===== src/design/dl_seq_pkg.sv =====
// Constants, register map and state type for the downlink sequencer
package dl_seq_pkg;
  // Register port geometry
  localparam int ADDR_W = 8;
  localparam int DATA_W = 16;
  // Register byte offsets
  localparam logic [7:0] CODEC_CTRL_OFS = 8'h00;
  localparam logic [7:0] STATUS_OFS = 8'h04;
  localparam logic [7:0] OFFSET_I_OFS = 8'h08;
  localparam logic [7:0] OFFSET_Q_OFS = 8'h0C;
  // Field positions
  localparam int EXT_CAL_BIT = 9;
  localparam int ST_POWERED_BIT = 0;
  localparam int ST_SETTLING_BIT = 1;
  localparam int ST_CAL_BIT = 2;
  localparam int ST_CONV_BIT = 3;
  localparam int ST_UPLINK_BIT = 4;
  localparam int ST_OVERRUN_BIT = 5;
  // Reset values
  localparam logic [15:0] CODEC_CTRL_RST = 16'h0000;
  localparam logic [11:0] OFFSET_RST = 12'h000;
  // Window indices inside the synchroniser vector
  localparam int WIN_PWR = 0;
  localparam int WIN_CAL = 1;
  localparam int WIN_CONV = 2;
  localparam int WIN_N = 3;
  // Datapath
  localparam int MOD_W = 2;
  localparam int SAMPLE_W = 12;
  localparam logic [4:0] DECIM_RATIO = 5'h18;
  localparam logic [3:0] DISCARD_SAMPLES = 4'h8;
  localparam int FIFO_DEPTH = 8;
  // Timing
  localparam int CLK_PERIOD_PS = 5000;
  localparam int SETTLE_TIME_NS = 10000;
  localparam int SETTLE_CYCLES = (SETTLE_TIME_NS * 1000 + CLK_PERIOD_PS - 1) / CLK_PERIOD_PS;
  localparam int SETTLE_W = 12;
  // Sequencer states
  typedef enum logic [2:0] {
    ST_OFF, ST_SETTLE, ST_ON, ST_CAL, ST_CONV, ST_DRAIN
  } seq_state_t;
endpackage


===== src/design/stream_if.sv =====
// Valid/ready stream carrier between the sequencer and its sample buffer
`timescale 1ns/1ps
interface stream_if #(parameter int W = 24);
  logic valid;
  logic ready;
  logic [W-1:0] data;
  modport tx (output valid, output data, input ready);
  modport rx (input valid, input data, output ready);
endinterface


===== src/design/sample_fifo.sv =====
// Synchronous FIFO with valid/ready on both sides
`timescale 1ns/1ps
module sample_fifo #(
  parameter int W = 24,
  parameter int DEPTH = 8
) (
  input wire logic clk,
  input wire logic rst_n,
  stream_if.rx in_s,
  stream_if.tx out_s
);
  localparam int AW = $clog2(DEPTH);
  logic [W-1:0] mem_q [DEPTH];
  logic [AW-1:0] wr_ptr_q;
  logic [AW-1:0] rd_ptr_q;
  logic [AW:0] count_q;
  logic push;
  logic pop;

  // Handshakes; full and empty follow the occupancy count
  assign in_s.ready = (count_q != (AW+1)'(DEPTH));
  assign out_s.valid = (count_q != '0);
  assign out_s.data = mem_q[rd_ptr_q];
  assign push = in_s.valid & in_s.ready;
  assign pop = out_s.valid & out_s.ready;

  // Storage
  always_ff @(posedge clk) begin
    if (push) begin
      mem_q[wr_ptr_q] <= in_s.data;
    end
  end

  // Pointers and occupancy
  always_ff @(posedge clk or negedge rst_n) begin
    if (!rst_n) begin
      wr_ptr_q <= '0;
      rd_ptr_q <= '0;
      count_q <= '0;
    end else begin
      if (push) begin
        wr_ptr_q <= (wr_ptr_q == AW'(DEPTH - 1)) ? '0 : wr_ptr_q + 1'b1;
      end
      if (pop) begin
        rd_ptr_q <= (rd_ptr_q == AW'(DEPTH - 1)) ? '0 : rd_ptr_q + 1'b1;
      end
      count_q <= count_q + (AW+1)'(push) - (AW+1)'(pop);
    end
  end
endmodule


===== src/design/downlink_sequencer.sv =====
// Baseband downlink receive sequencer: windows, decimation, offset and output
//
// Strobed register access and the register addresses were chosen for this implementation.
`timescale 1ns/1ps
module downlink_sequencer (
  input wire logic clk,
  input wire logic arst_n,
  input wire logic downlink_power_window,
  input wire logic downlink_cal_window,
  input wire logic downlink_convert_window,
  input wire logic mod_strobe,
  input wire logic [dl_seq_pkg::MOD_W-1:0] mod_i,
  input wire logic [dl_seq_pkg::MOD_W-1:0] mod_q,
  input wire logic [dl_seq_pkg::ADDR_W-1:0] reg_addr,
  input wire logic [dl_seq_pkg::DATA_W-1:0] reg_wdata,
  input wire logic reg_we,
  input wire logic reg_re,
  output logic [dl_seq_pkg::DATA_W-1:0] reg_rdata,
  output logic sample_valid,
  input wire logic sample_ready,
  output logic [dl_seq_pkg::SAMPLE_W-1:0] sample_i,
  output logic [dl_seq_pkg::SAMPLE_W-1:0] sample_q,
  output logic analog_power_en,
  output logic path_powered,
  output logic inputs_shorted,
  output logic tx_to_uplink
);
  import dl_seq_pkg::*;

  // Local reset, released two edges after the pin
  logic rst_s1_q;
  logic rst_n;

  // Window synchronisers and edge pulses
  logic [WIN_N-1:0] win_s1_q;
  logic [WIN_N-1:0] win_s2_q;
  logic [WIN_N-1:0] win_prev_q;
  logic [WIN_N-1:0] win_rise;
  logic [WIN_N-1:0] win_fall;

  // Sequencer state and analog settling count
  seq_state_t state_q;
  logic [SETTLE_W-1:0] settle_q;

  // Decimation and delivery control
  logic restart;
  logic run;
  logic delivering;
  logic [4:0] phase_q;
  logic last_phase;
  logic dec_valid_q;
  logic [3:0] discard_q;
  logic push;

  // Software visible control and status
  logic [15:0] ctrl_q;
  logic ext_cal;
  logic overrun_q;
  logic [DATA_W-1:0] rd_mux;

  // Per-channel datapath, index 0 is I and 1 is Q
  logic [MOD_W-1:0] ch_in [2];
  logic [SAMPLE_W-1:0] acc_q [2];
  logic [SAMPLE_W-1:0] dec_q [2];
  logic [SAMPLE_W-1:0] off_q [2];
  logic [SAMPLE_W-1:0] corr [2];

  // Stream carriers into and out of the sample buffer
  stream_if #(.W(2 * SAMPLE_W)) fill_s ();
  stream_if #(.W(2 * SAMPLE_W)) drain_s ();

  // Reset release through two flip-flops
  always_ff @(posedge clk or negedge arst_n) begin
    if (!arst_n) begin
      rst_s1_q <= 1'b0;
      rst_n <= 1'b0;
    end else begin
      rst_s1_q <= 1'b1;
      rst_n <= rst_s1_q;
    end
  end

  // Window synchronisers; only the second stage and its delayed copy are looked at
  always_ff @(posedge clk or negedge rst_n) begin
    if (!rst_n) begin
      win_s1_q <= '0;
      win_s2_q <= '0;
      win_prev_q <= '0;
    end else begin
      win_s1_q <= {downlink_convert_window, downlink_cal_window,
                   downlink_power_window};
      win_s2_q <= win_s1_q;
      win_prev_q <= win_s2_q;
    end
  end

  // Edge detection on the synchronised windows
  assign win_rise = win_s2_q & ~win_prev_q;
  assign win_fall = ~win_s2_q & win_prev_q;

  // Window sequencer
  always_ff @(posedge clk or negedge rst_n) begin
    if (!rst_n) begin
      state_q <= ST_OFF;
    end else begin
      case (state_q)
        ST_OFF: begin
          if (win_s2_q[WIN_PWR]) begin
            state_q <= ST_SETTLE;
          end
        end
        ST_SETTLE: begin
          if (!win_s2_q[WIN_PWR]) begin
            state_q <= ST_OFF;
          end else if (settle_q == SETTLE_W'(SETTLE_CYCLES - 1)) begin
            state_q <= ST_ON;
          end
        end
        ST_ON: begin
          if (!win_s2_q[WIN_PWR]) begin
            state_q <= ST_OFF;
          end else if (win_s2_q[WIN_CAL]) begin
            state_q <= ST_CAL;
          end else if (win_rise[WIN_CONV]) begin
            state_q <= ST_CONV;
          end
        end
        ST_CAL: begin
          if (!win_s2_q[WIN_PWR]) begin
            state_q <= ST_OFF;
          end else if (!win_s2_q[WIN_CAL]) begin
            state_q <= ST_ON;
          end
        end
        ST_CONV: begin
          if (!win_s2_q[WIN_PWR]) begin
            state_q <= ST_OFF;
          end else if (win_fall[WIN_CONV]) begin
            state_q <= ST_DRAIN;
          end
        end
        ST_DRAIN: begin
          if (!win_s2_q[WIN_PWR]) begin
            state_q <= ST_OFF;
          end else if (dec_valid_q) begin
            state_q <= ST_ON;
          end
        end
        default: begin
          state_q <= ST_OFF;
        end
      endcase
    end
  end

  // Analog settling counter, cleared whenever the path is not settling
  always_ff @(posedge clk or negedge rst_n) begin
    if (!rst_n) begin
      settle_q <= '0;
    end else if (state_q == ST_SETTLE) begin
      settle_q <= settle_q + 1'b1;
    end else begin
      settle_q <= '0;
    end
  end

  // Filter run control: a fresh decimation frame on each window start
  assign restart = (state_q == ST_ON) &&
                   (win_s2_q[WIN_CAL] || win_rise[WIN_CONV]);
  assign run = (state_q == ST_CAL) || (state_q == ST_CONV) || (state_q == ST_DRAIN);
  assign delivering = (state_q == ST_CONV) || (state_q == ST_DRAIN);
  assign last_phase = (phase_q == DECIM_RATIO - 5'h01);

  // Decimation phase shared by both channels
  always_ff @(posedge clk or negedge rst_n) begin
    if (!rst_n) begin
      phase_q <= '0;
      dec_valid_q <= 1'b0;
    end else begin
      dec_valid_q <= run && mod_strobe && last_phase;
      if (restart || !run) begin
        phase_q <= '0;
      end else if (mod_strobe) begin
        phase_q <= last_phase ? 5'h00 : phase_q + 5'h01;
      end
    end
  end

  // Modulator words feed the channels, I first
  assign ch_in[0] = mod_i;
  assign ch_in[1] = mod_q;

  // Two identical channels: boxcar decimator, offset store, correction
  for (genvar c = 0; c < 2; c++) begin : g_chan
    logic [SAMPLE_W-1:0] word;

    // Two-bit modulator word as a signed value
    assign word = {{(SAMPLE_W - MOD_W){ch_in[c][MOD_W-1]}}, ch_in[c]};

    // Accumulate 24 words, then hand the sum over as one sample
    always_ff @(posedge clk or negedge rst_n) begin
      if (!rst_n) begin
        acc_q[c] <= '0;
        dec_q[c] <= '0;
      end else if (restart || !run) begin
        acc_q[c] <= '0;
      end else if (mod_strobe) begin
        if (last_phase) begin
          acc_q[c] <= '0;
          dec_q[c] <= acc_q[c] + word;
        end else begin
          acc_q[c] <= acc_q[c] + word;
        end
      end
    end

    // Offset store, loaded only by calibration results
    always_ff @(posedge clk or negedge rst_n) begin
      if (!rst_n) begin
        off_q[c] <= OFFSET_RST;
      end else if (state_q == ST_CAL && dec_valid_q) begin
        off_q[c] <= dec_q[c];
      end
    end

    // Offset-corrected sample
    assign corr[c] = dec_q[c] - off_q[c];
  end

  // Drop the samples spoilt by filter group delay
  always_ff @(posedge clk or negedge rst_n) begin
    if (!rst_n) begin
      discard_q <= '0;
    end else if (restart) begin
      discard_q <= '0;
    end else if (delivering && dec_valid_q && discard_q != DISCARD_SAMPLES) begin
      discard_q <= discard_q + 4'h1;
    end
  end

  assign push = delivering && dec_valid_q && (discard_q == DISCARD_SAMPLES);

  // Samples into the output buffer
  assign fill_s.valid = push;
  assign fill_s.data = {corr[0], corr[1]};

  sample_fifo #(.W(2 * SAMPLE_W), .DEPTH(FIFO_DEPTH)) u_fifo (
    .clk(clk),
    .rst_n(rst_n),
    .in_s(fill_s),
    .out_s(drain_s)
  );

  // Serial port side of the buffer
  assign sample_valid = drain_s.valid;
  assign drain_s.ready = sample_ready;
  assign sample_i = drain_s.data[2*SAMPLE_W-1:SAMPLE_W];
  assign sample_q = drain_s.data[SAMPLE_W-1:0];

  // Codec control register
  always_ff @(posedge clk or negedge rst_n) begin
    if (!rst_n) begin
      ctrl_q <= CODEC_CTRL_RST;
    end else if (reg_we && reg_addr == CODEC_CTRL_OFS) begin
      ctrl_q <= reg_wdata;
    end
  end

  // Calibration mode only steers the input short switch
  assign ext_cal = ctrl_q[EXT_CAL_BIT];

  // Overrun flag: a sample met a full buffer; a new loss beats the clear
  always_ff @(posedge clk or negedge rst_n) begin
    if (!rst_n) begin
      overrun_q <= 1'b0;
    end else if (push && !fill_s.ready) begin
      overrun_q <= 1'b1;
    end else if (reg_we && reg_addr == STATUS_OFS && reg_wdata[ST_OVERRUN_BIT]) begin
      overrun_q <= 1'b0;
    end
  end

  // Read decode; unmapped addresses read zero
  always_comb begin
    rd_mux = '0;
    case (reg_addr)
      CODEC_CTRL_OFS: rd_mux = ctrl_q;
      STATUS_OFS: begin
        rd_mux[ST_POWERED_BIT] = path_powered;
        rd_mux[ST_SETTLING_BIT] = (state_q == ST_SETTLE);
        rd_mux[ST_CAL_BIT] = (state_q == ST_CAL);
        rd_mux[ST_CONV_BIT] = delivering;
        rd_mux[ST_UPLINK_BIT] = tx_to_uplink;
        rd_mux[ST_OVERRUN_BIT] = overrun_q;
      end
      OFFSET_I_OFS: rd_mux = {{(DATA_W - SAMPLE_W){off_q[0][SAMPLE_W-1]}}, off_q[0]};
      OFFSET_Q_OFS: rd_mux = {{(DATA_W - SAMPLE_W){off_q[1][SAMPLE_W-1]}}, off_q[1]};
      default: rd_mux = '0;
    endcase
  end

  // Read data stands for the one cycle after the strobe
  always_ff @(posedge clk or negedge rst_n) begin
    if (!rst_n) begin
      reg_rdata <= '0;
    end else if (reg_re) begin
      reg_rdata <= rd_mux;
    end else begin
      reg_rdata <= '0;
    end
  end

  // Analog control outputs, registered from the sequencer state and the calibration mode bit
  always_ff @(posedge clk or negedge rst_n) begin
    if (!rst_n) begin
      analog_power_en <= 1'b0;
      path_powered <= 1'b0;
      inputs_shorted <= 1'b0;
      tx_to_uplink <= 1'b0;
    end else begin
      analog_power_en <= (state_q != ST_OFF);
      path_powered <= run || (state_q == ST_ON);
      inputs_shorted <= (state_q == ST_CAL) && !ext_cal;
      tx_to_uplink <= delivering;
    end
  end
endmodule


===== config.mk =====
export PLATFORM = sky130hd
export DESIGN_NAME = downlink_sequencer
export DESIGN_NICKNAME = d
export VERILOG_FILES = /design/src/design/dl_seq_pkg.sv /design/src/design/stream_if.sv /design/src/design/sample_fifo.sv /design/src/design/downlink_sequencer.sv
export SDC_FILE = /design/constraint.sdc
export NUM_CORES = 1
export LEC_CHECK = 0
export ABC_CLOCK_PERIOD_IN_PS = 14600
export BUFFER_PORTS_ARGS = -buffer_cell sky130_fd_sc_hd__buf_4
export CELL_PAD_IN_SITES_DETAIL_PLACEMENT = 1
export CELL_PAD_IN_SITES_GLOBAL_PLACEMENT = 1
export CORE_MARGIN = 3
export CORE_UTILIZATION = 55
export CTS_CLUSTER_DIAMETER = 150
export CTS_CLUSTER_SIZE = 25
export DETAILED_ROUTE_END_ITERATION = 10
export GPL_TIMING_DRIVEN = 0
export PLACE_DENSITY_LB_ADDON = 0.12
export SLEW_MARGIN = 10
export SYNTH_ARGS = -nofsm -noshare
export SYNTH_HDL_FRONTEND = slang
export SYNTH_SLANG_ARGS = --single-unit

===== constraint.sdc =====
create_clock -name clk -period 14.6 [get_ports clk]
set_input_delay 1.46 -clock clk [delete_from_list [all_inputs] [get_ports clk]]
set_output_delay 1.46 -clock clk [all_outputs]
set_load 0.01 [all_outputs]

* Word level (Yosys, flattened, before mapping) *
Memories as Yosys holds them, arrays and structs flattened.
Cells that the tools add are included.

word-level totals
  input bits = 37
  RAM bits = 192
  output and inout port bits = 45
  logic and storage cells = 130
  flip-flop bits (word level) = 155
  memories = 1

memories
  memory        words  bits a word  read ports  clocked after Yosys merged registers in  wr ports  line               RTL
  u_fifo.mem_q  8      24           1           0                                        1         sample_fifo.sv:13  logic [W-1:0] mem_q [DEPTH];

operators by class
  mux-type cells = 34
  add/sub/neg operators = 11
  equal/unequal tests = 21
  reductions and logical operators = 30
  bitwise logic cells = 7

operators with widths
  operator                 number
  $mux W12                 7
  $mux W3                  14
  $pmux W10 S3             1
  $add A12 B12 Y12         2
  $pmux W6 S4              1
  $sub A12 B12 Y12         2
  $pmux W3 S6              1
  $eq A8 B4 Y1 const B     2
  $mux W16                 1
  $mux W5                  3
  $add A12 B1 Y12 const B  1
  $eq A12 B11 Y1 const B   1
  $eq A3 B3 Y1 const B     4
  $logic_and A1 B1 Y1      12
  $ne A3 B3 Y1 const B     4
  $ne A4 B4 Y1 const B     3
  $eq A8 B3 Y1 const B     1
  $logic_not A8 Y1         1
  $mux W4                  2
  $add A3 B1 Y3 const B    2
  $and A3 B3 Y3            2
  $eq A3 B2 Y1 const B     2
  $logic_or A1 B1 Y1       6
  $not A3 Y3               2
  other kinds (18)         26

* Depth between registers and ports, before layout *
  depth after elaboration = 7
  depth in mapped cells = 11
  depth with buffers taken out = 11

* Cells and area by module *
Synthesis repeated with hierarchy kept, for this count alone.

second synthesis, totals
  cells, all modules = 1140
  area, all modules = 16268.1 um^2

modules (own cells, without submodules)
  module              instances  area an instance (um^2)  sequential area each (um^2)  cells each
  downlink_sequencer  1          8257.9                   3578.4                       806
  sample_fifo         1          8010.2                   6015.8                       334

* Worst setup path after synthesis *
OpenSTA, ideal clock, no wires.

  kind = register to register
  start point = reg state_q[1]
  end point = mem u_fifo.mem_q[0][0], enable pin
  slack = 11.234 ns
  library setup time = 0.435 ns
  buffers on the path = 0
  data arrival time = 2.930 ns
  stages on the path, launching flop included = 10
  clock period less this slack = 3.366 ns
  data required time = 14.165 ns
  path through = dfrtp_1 -> inv_1 -> nand2_1 -> inv_1 -> nand2_1 -> nor2_1 -> nand2_1 -> inv_1 -> nand2b_1 -> nor3_1

on the way
  cells in the longest elaborated chain, start to end = 7
  elaborated cells on any way between the ends = 8
  those cells by class = eq/ne (2); mux (2); bitwise (1); reduce/logical (3)

RTL lines
  item                                   line                       RTL
  from (decl)                            downlink_sequencer.sv:42   seq_state_t state_q;
  from (signal assigned)                 downlink_sequencer.sv:104  state_q <= ST_OFF;
  from (signal assigned)                 downlink_sequencer.sv:109  state_q <= ST_SETTLE;
  from (signal assigned)                 downlink_sequencer.sv:114  state_q <= ST_OFF;
  $eq A3 B3 Y1                           downlink_sequencer.sv:171  assign delivering = (state_q == ST_CONV) || (state_q == ST_DRAIN);
  $logic_or A1 B1 Y1 (*)                 downlink_sequencer.sv:171
  named net delivering                   downlink_sequencer.sv:48   logic delivering;
  $logic_and A1 B1 Y1 (*) (2 in series)  downlink_sequencer.sv:241  assign push = delivering && dec_valid_q && (discard_q == DISCARD_SAMPLES);
  $and A1 B1 Y1 (*)                      sample_fifo.sv:24          assign push = in_s.valid & in_s.ready;
  named net u_fifo.push                  sample_fifo.sv:17          logic push;
  $mux W1 (*)                            sample_fifo.sv:29          if (push) begin
  $mux W1 (not written as such) (*)      sample_fifo.sv:30          mem_q[wr_ptr_q] <= in_s.data;
  to (decl)                              sample_fifo.sv:13

The timed path passes the listed nets; every way through them passes the cells marked *.

* Worst setup path in the final report *
  start point = reg u_fifo.rd_ptr_q[1]
  end point = out sample_i[3] (netlist name)

on the way
  cells in the longest elaborated chain, start to end = 1

RTL lines
  item                    line                      RTL
  from (decl)             sample_fifo.sv:15         logic [AW-1:0] rd_ptr_q;
  from (signal assigned)  sample_fifo.sv:45         rd_ptr_q <= (rd_ptr_q == AW'(DEPTH - 1)) ? '0 : rd_ptr_q + 1'b1;
  $mem_v2 Z8 W24          -
  to (decl)               downlink_sequencer.sv:21  output logic [dl_seq_pkg::SAMPLE_W-1:0] sample_i,

No other way between the ends.

==> flow_metrics.env <==
export IMPL_synth_area_um2=15540
export IMPL_clk_latency_ns=0.51
export IMPL_wl_met3_mm=1.250
export IMPL_ios=82
export IMPL_drive_gt1_share_pct=21.53
export IMPL_numCtsBuffers=17
export IMPL_async_reset_ff_share_pct=44.35
export IMPL_required_ns=13.14
export IMPL_slew_headroom_pct=39.10
export IMPL_dr_max_layer_used="met5"
export IMPL_antenna_found_initial=1
export IMPL_synth_edf_count=192
export IMPL_diodes=0
export IMPL_dp_hpwl_mm=26.51
export IMPL_num_nets_final=1294
export IMPL_die_y_um=174.1
export IMPL_post_route_util_pct=63.35
export IMPL_die_w_um=174.1
export IMPL_irDropWorstVdd_uv=105.0
export IMPL_avgSynthCellArea_um2=14.33
export IMPL_port_buffers=79
export IMPL_netlist_top_cells_area="edfxtp_1 (37%), dfrtp_1 (25%), mux4_2 (7.8%)"
export IMPL_grt_max_degree=59
export IMPL_min_path_type="flop to flop"
export IMPL_skew_ns=0.01616
export IMPL_routabilityCongestion=0.8352
export IMPL_r2r_end="u_fifo.mem_q[0][16]"
export IMPL_dr_total_vias=9233
export IMPL_overflow=0
export IMPL_synth_top_area_share_pct=37.09
export IMPL_tns_ns=0
export IMPL_wl_met1_mm=15.44
export IMPL_ys_warn_count=0
export IMPL_end_kind="primary output"
export IMPL_p_per_area_nw_per_um2=113.5
export IMPL_yosysTopAreaCell="edfxtp_1"
export IMPL_clkSinkCount=345
export IMPL_yosysUniqueCellTypes=69
export IMPL_routed_wl_mm=36.84
export IMPL_rows=60
export IMPL_ys_seq_elements=345
export IMPL_yosysSeqAreaShare_pct=61.72
export IMPL_arrival_ns=3.00
export IMPL_path_clk_slew_ns=0.10
export IMPL_htree_levels=1
export IMPL_rsz0062_at_grt="false"
export IMPL_worstHoldPathCells=0
export IMPL_drc=0
export IMPL_synthFlopType="edfxtp_1"
export IMPL_worst_pin_slew_ns=0.9113
export IMPL_hp_start="win_s1_q[0]"
export IMPL_syn_to_final_growth_pct=11.37
export IMPL_drv_cap=0
export IMPL_placed_cell_area_um2=16840
export IMPL_hold_end="win_s2_q[0]"
export IMPL_status="finished, final reports clean"
export IMPL_grt_pass1_vias=10050
export IMPL_post_route_period_util_pct=30.51
export IMPL_startpoint_type="flop"
export IMPL_rrSetupSlack_ns=11.29
export IMPL_avgViaCountPerCell=5.862
export IMPL_cellLeakagePower_nw=7.529
export IMPL_clockRootBuffer="clkbuf_16"
export IMPL_r2r_cells=10
export IMPL_firstDrtPassIters=5
export IMPL_dr_wl_met2_mm=19.51
export IMPL_die_area_um2=30310
export IMPL_cts_setup_buffers=0
export IMPL_maxSlewViolCount=0
export IMPL_tritoncts="yes"
export IMPL_synthCells=1085
export IMPL_initial_core_util_pct=56.88
export IMPL_worstSetupPathType="flop to primary output"
export IMPL_hold_buffers=0
export IMPL_fmax_mhz=224.5
export IMPL_track_usage_pct=24.92
export IMPL_drt_iter0_markers=666
export IMPL_fin_area_um2=17310
export IMPL_grt_pass1_wl_mm=58.90
export IMPL_layout_min_cycle_time_ns=4.455
export IMPL_postRouteAntennaNets=0
export IMPL_placedCellCount=1547
export IMPL_final_instance_count_excl_fill=1575
export IMPL_wl_per_cell_um=23.39
export IMPL_setup_viol=0
export IMPL_cp_max_fo=10
export IMPL_cts_max_path_buffers=3
export IMPL_final_common_cell="edfxtp_1"
export IMPL_core_area_um2=27330
export IMPL_cts_resized=0
export IMPL_hold_violations=0
export IMPL_final_cell_mix="edfxtp_1 (192), dfrtp_1 (152), buf_4 (84)"
export IMPL_synth_fp_nets=1185
export IMPL_r2r_start="state_q[1]"
## synth_stat cells, types with 3 or more instances
cell type	number
edfxtp_1	192
dfrtp_1	153
nand2_1	78
nor2_1	69
inv_1	59
mux2_2	59
ha_1	58
mux4_2	54
o21ai_0	43
a21oi_1	33
xnor2_1	31
clkbuf_1	22
xor2_1	20
nand3_1	18
nor2b_1	15
a22o_1	14
a21o_1	13
and3_1	10
mux2_4	10
nor3_1	10
mux2i_1	9
nand2b_1	9
a211oi_1	8
a31oi_1	8
and2_1	7
nand4_1	7
buf_2	6
fa_1	5
o21a_1	5
buf_1	4
nor3b_1	4
a31o_2	3
a32o_1	3
o211ai_1	3
or3_1	3
## cells by family (layout without fill, tap and decap cells)
logic type	Yosys count	after routing	share of synthesized area, %
fa+ha+maj	63	63	5.313
buf+inv	94	212	2.367
xor+xnor	51	51	2.874
mux	132	132	13.64
flops	345	345	61.72
compound gates	155	155	6.536
simple gates	244	244	7.518
other cells	1	1	0.02413
## power breakdown
part / switching, W / internal [W]
registers: 0.0000259 / 0.00105
clock network: 0.000291 / 0.000221
logic: 0.000223 / 0.000154
total: 0.000540 / 0.00143
## state kept, by name (all words and copies together) (netlist names), 4 cells and up
register and count:
u_fifo.count_q 4, phase_q 5, discard_q 4, acc_q 24
reg_rdata 16, u_fifo.mem_q 192, settle_q 12, dec_q 24
ctrl_q 16, off_q 24
## how the worst max path moves through the flow
stage / start / endpoint / slack (ns) / depth (start not counted)
after floorplan: rst_n / acc_q[0] / 10.02 / 0
after global placement: rst_n / settle_q[2] / 8.03 / 0
after detailed placement: u_fifo.rd_ptr_q[1] / sample_i[3] / 10.66 / 5
after CTS: u_fifo.rd_ptr_q[1] / sample_i[3] / 10.14 / 5
after global routing: u_fifo.rd_ptr_q[1] / sample_i[3] / 10.07 / 5
final: u_fifo.rd_ptr_q[1] / sample_i[3] / 10.14 / 5
## per-layer routing
layer  global-route usage (%)  vias to the layer above
li1                         -                     4220
met1                    33.03                     4790
met2                    45.19                      176
met3                    2.643                       45
met4                    4.725                        2
met5                        0                        -
## layout make-up
type | instances | area (um2)
Clock inverter | 1 | 7.507
Clock buffer | 27 | 462.9
Tap cell | 372 | 465.4
Buffer | 33 | 138.9
Fill cell | 2643 | 10010
Sequential cell | 345 | 9598
Multi-Input combinational cell | 646 | 5637
Inverter | 61 | 229.0
Timing Repair Buffer | 90 | 773.2
## worst max-delay path: stages (launching register included)
cell and delay, ns:
dfrtp_1 0.44, buf_1 0.59, clkbuf_1 0.60, mux4_2 0.43, mux2_2 0.29, buf_4 0.15
## through the flow
step	hold slack, ns	setup slack [ns]	total power, W
3_3_place_gp	0.3320	8.029	0.001460
6_report	0.3550	10.14	0.001966
4_1_cts	0.3581	10.14	0.001986
5_1_grt	0.3793	10.07	0.002068
3_5_place_dp	0.3356	10.66	0.001480
2_1_floorplan	0.3312	10.02	0.001359
Power figures use the tool's default switching activity.
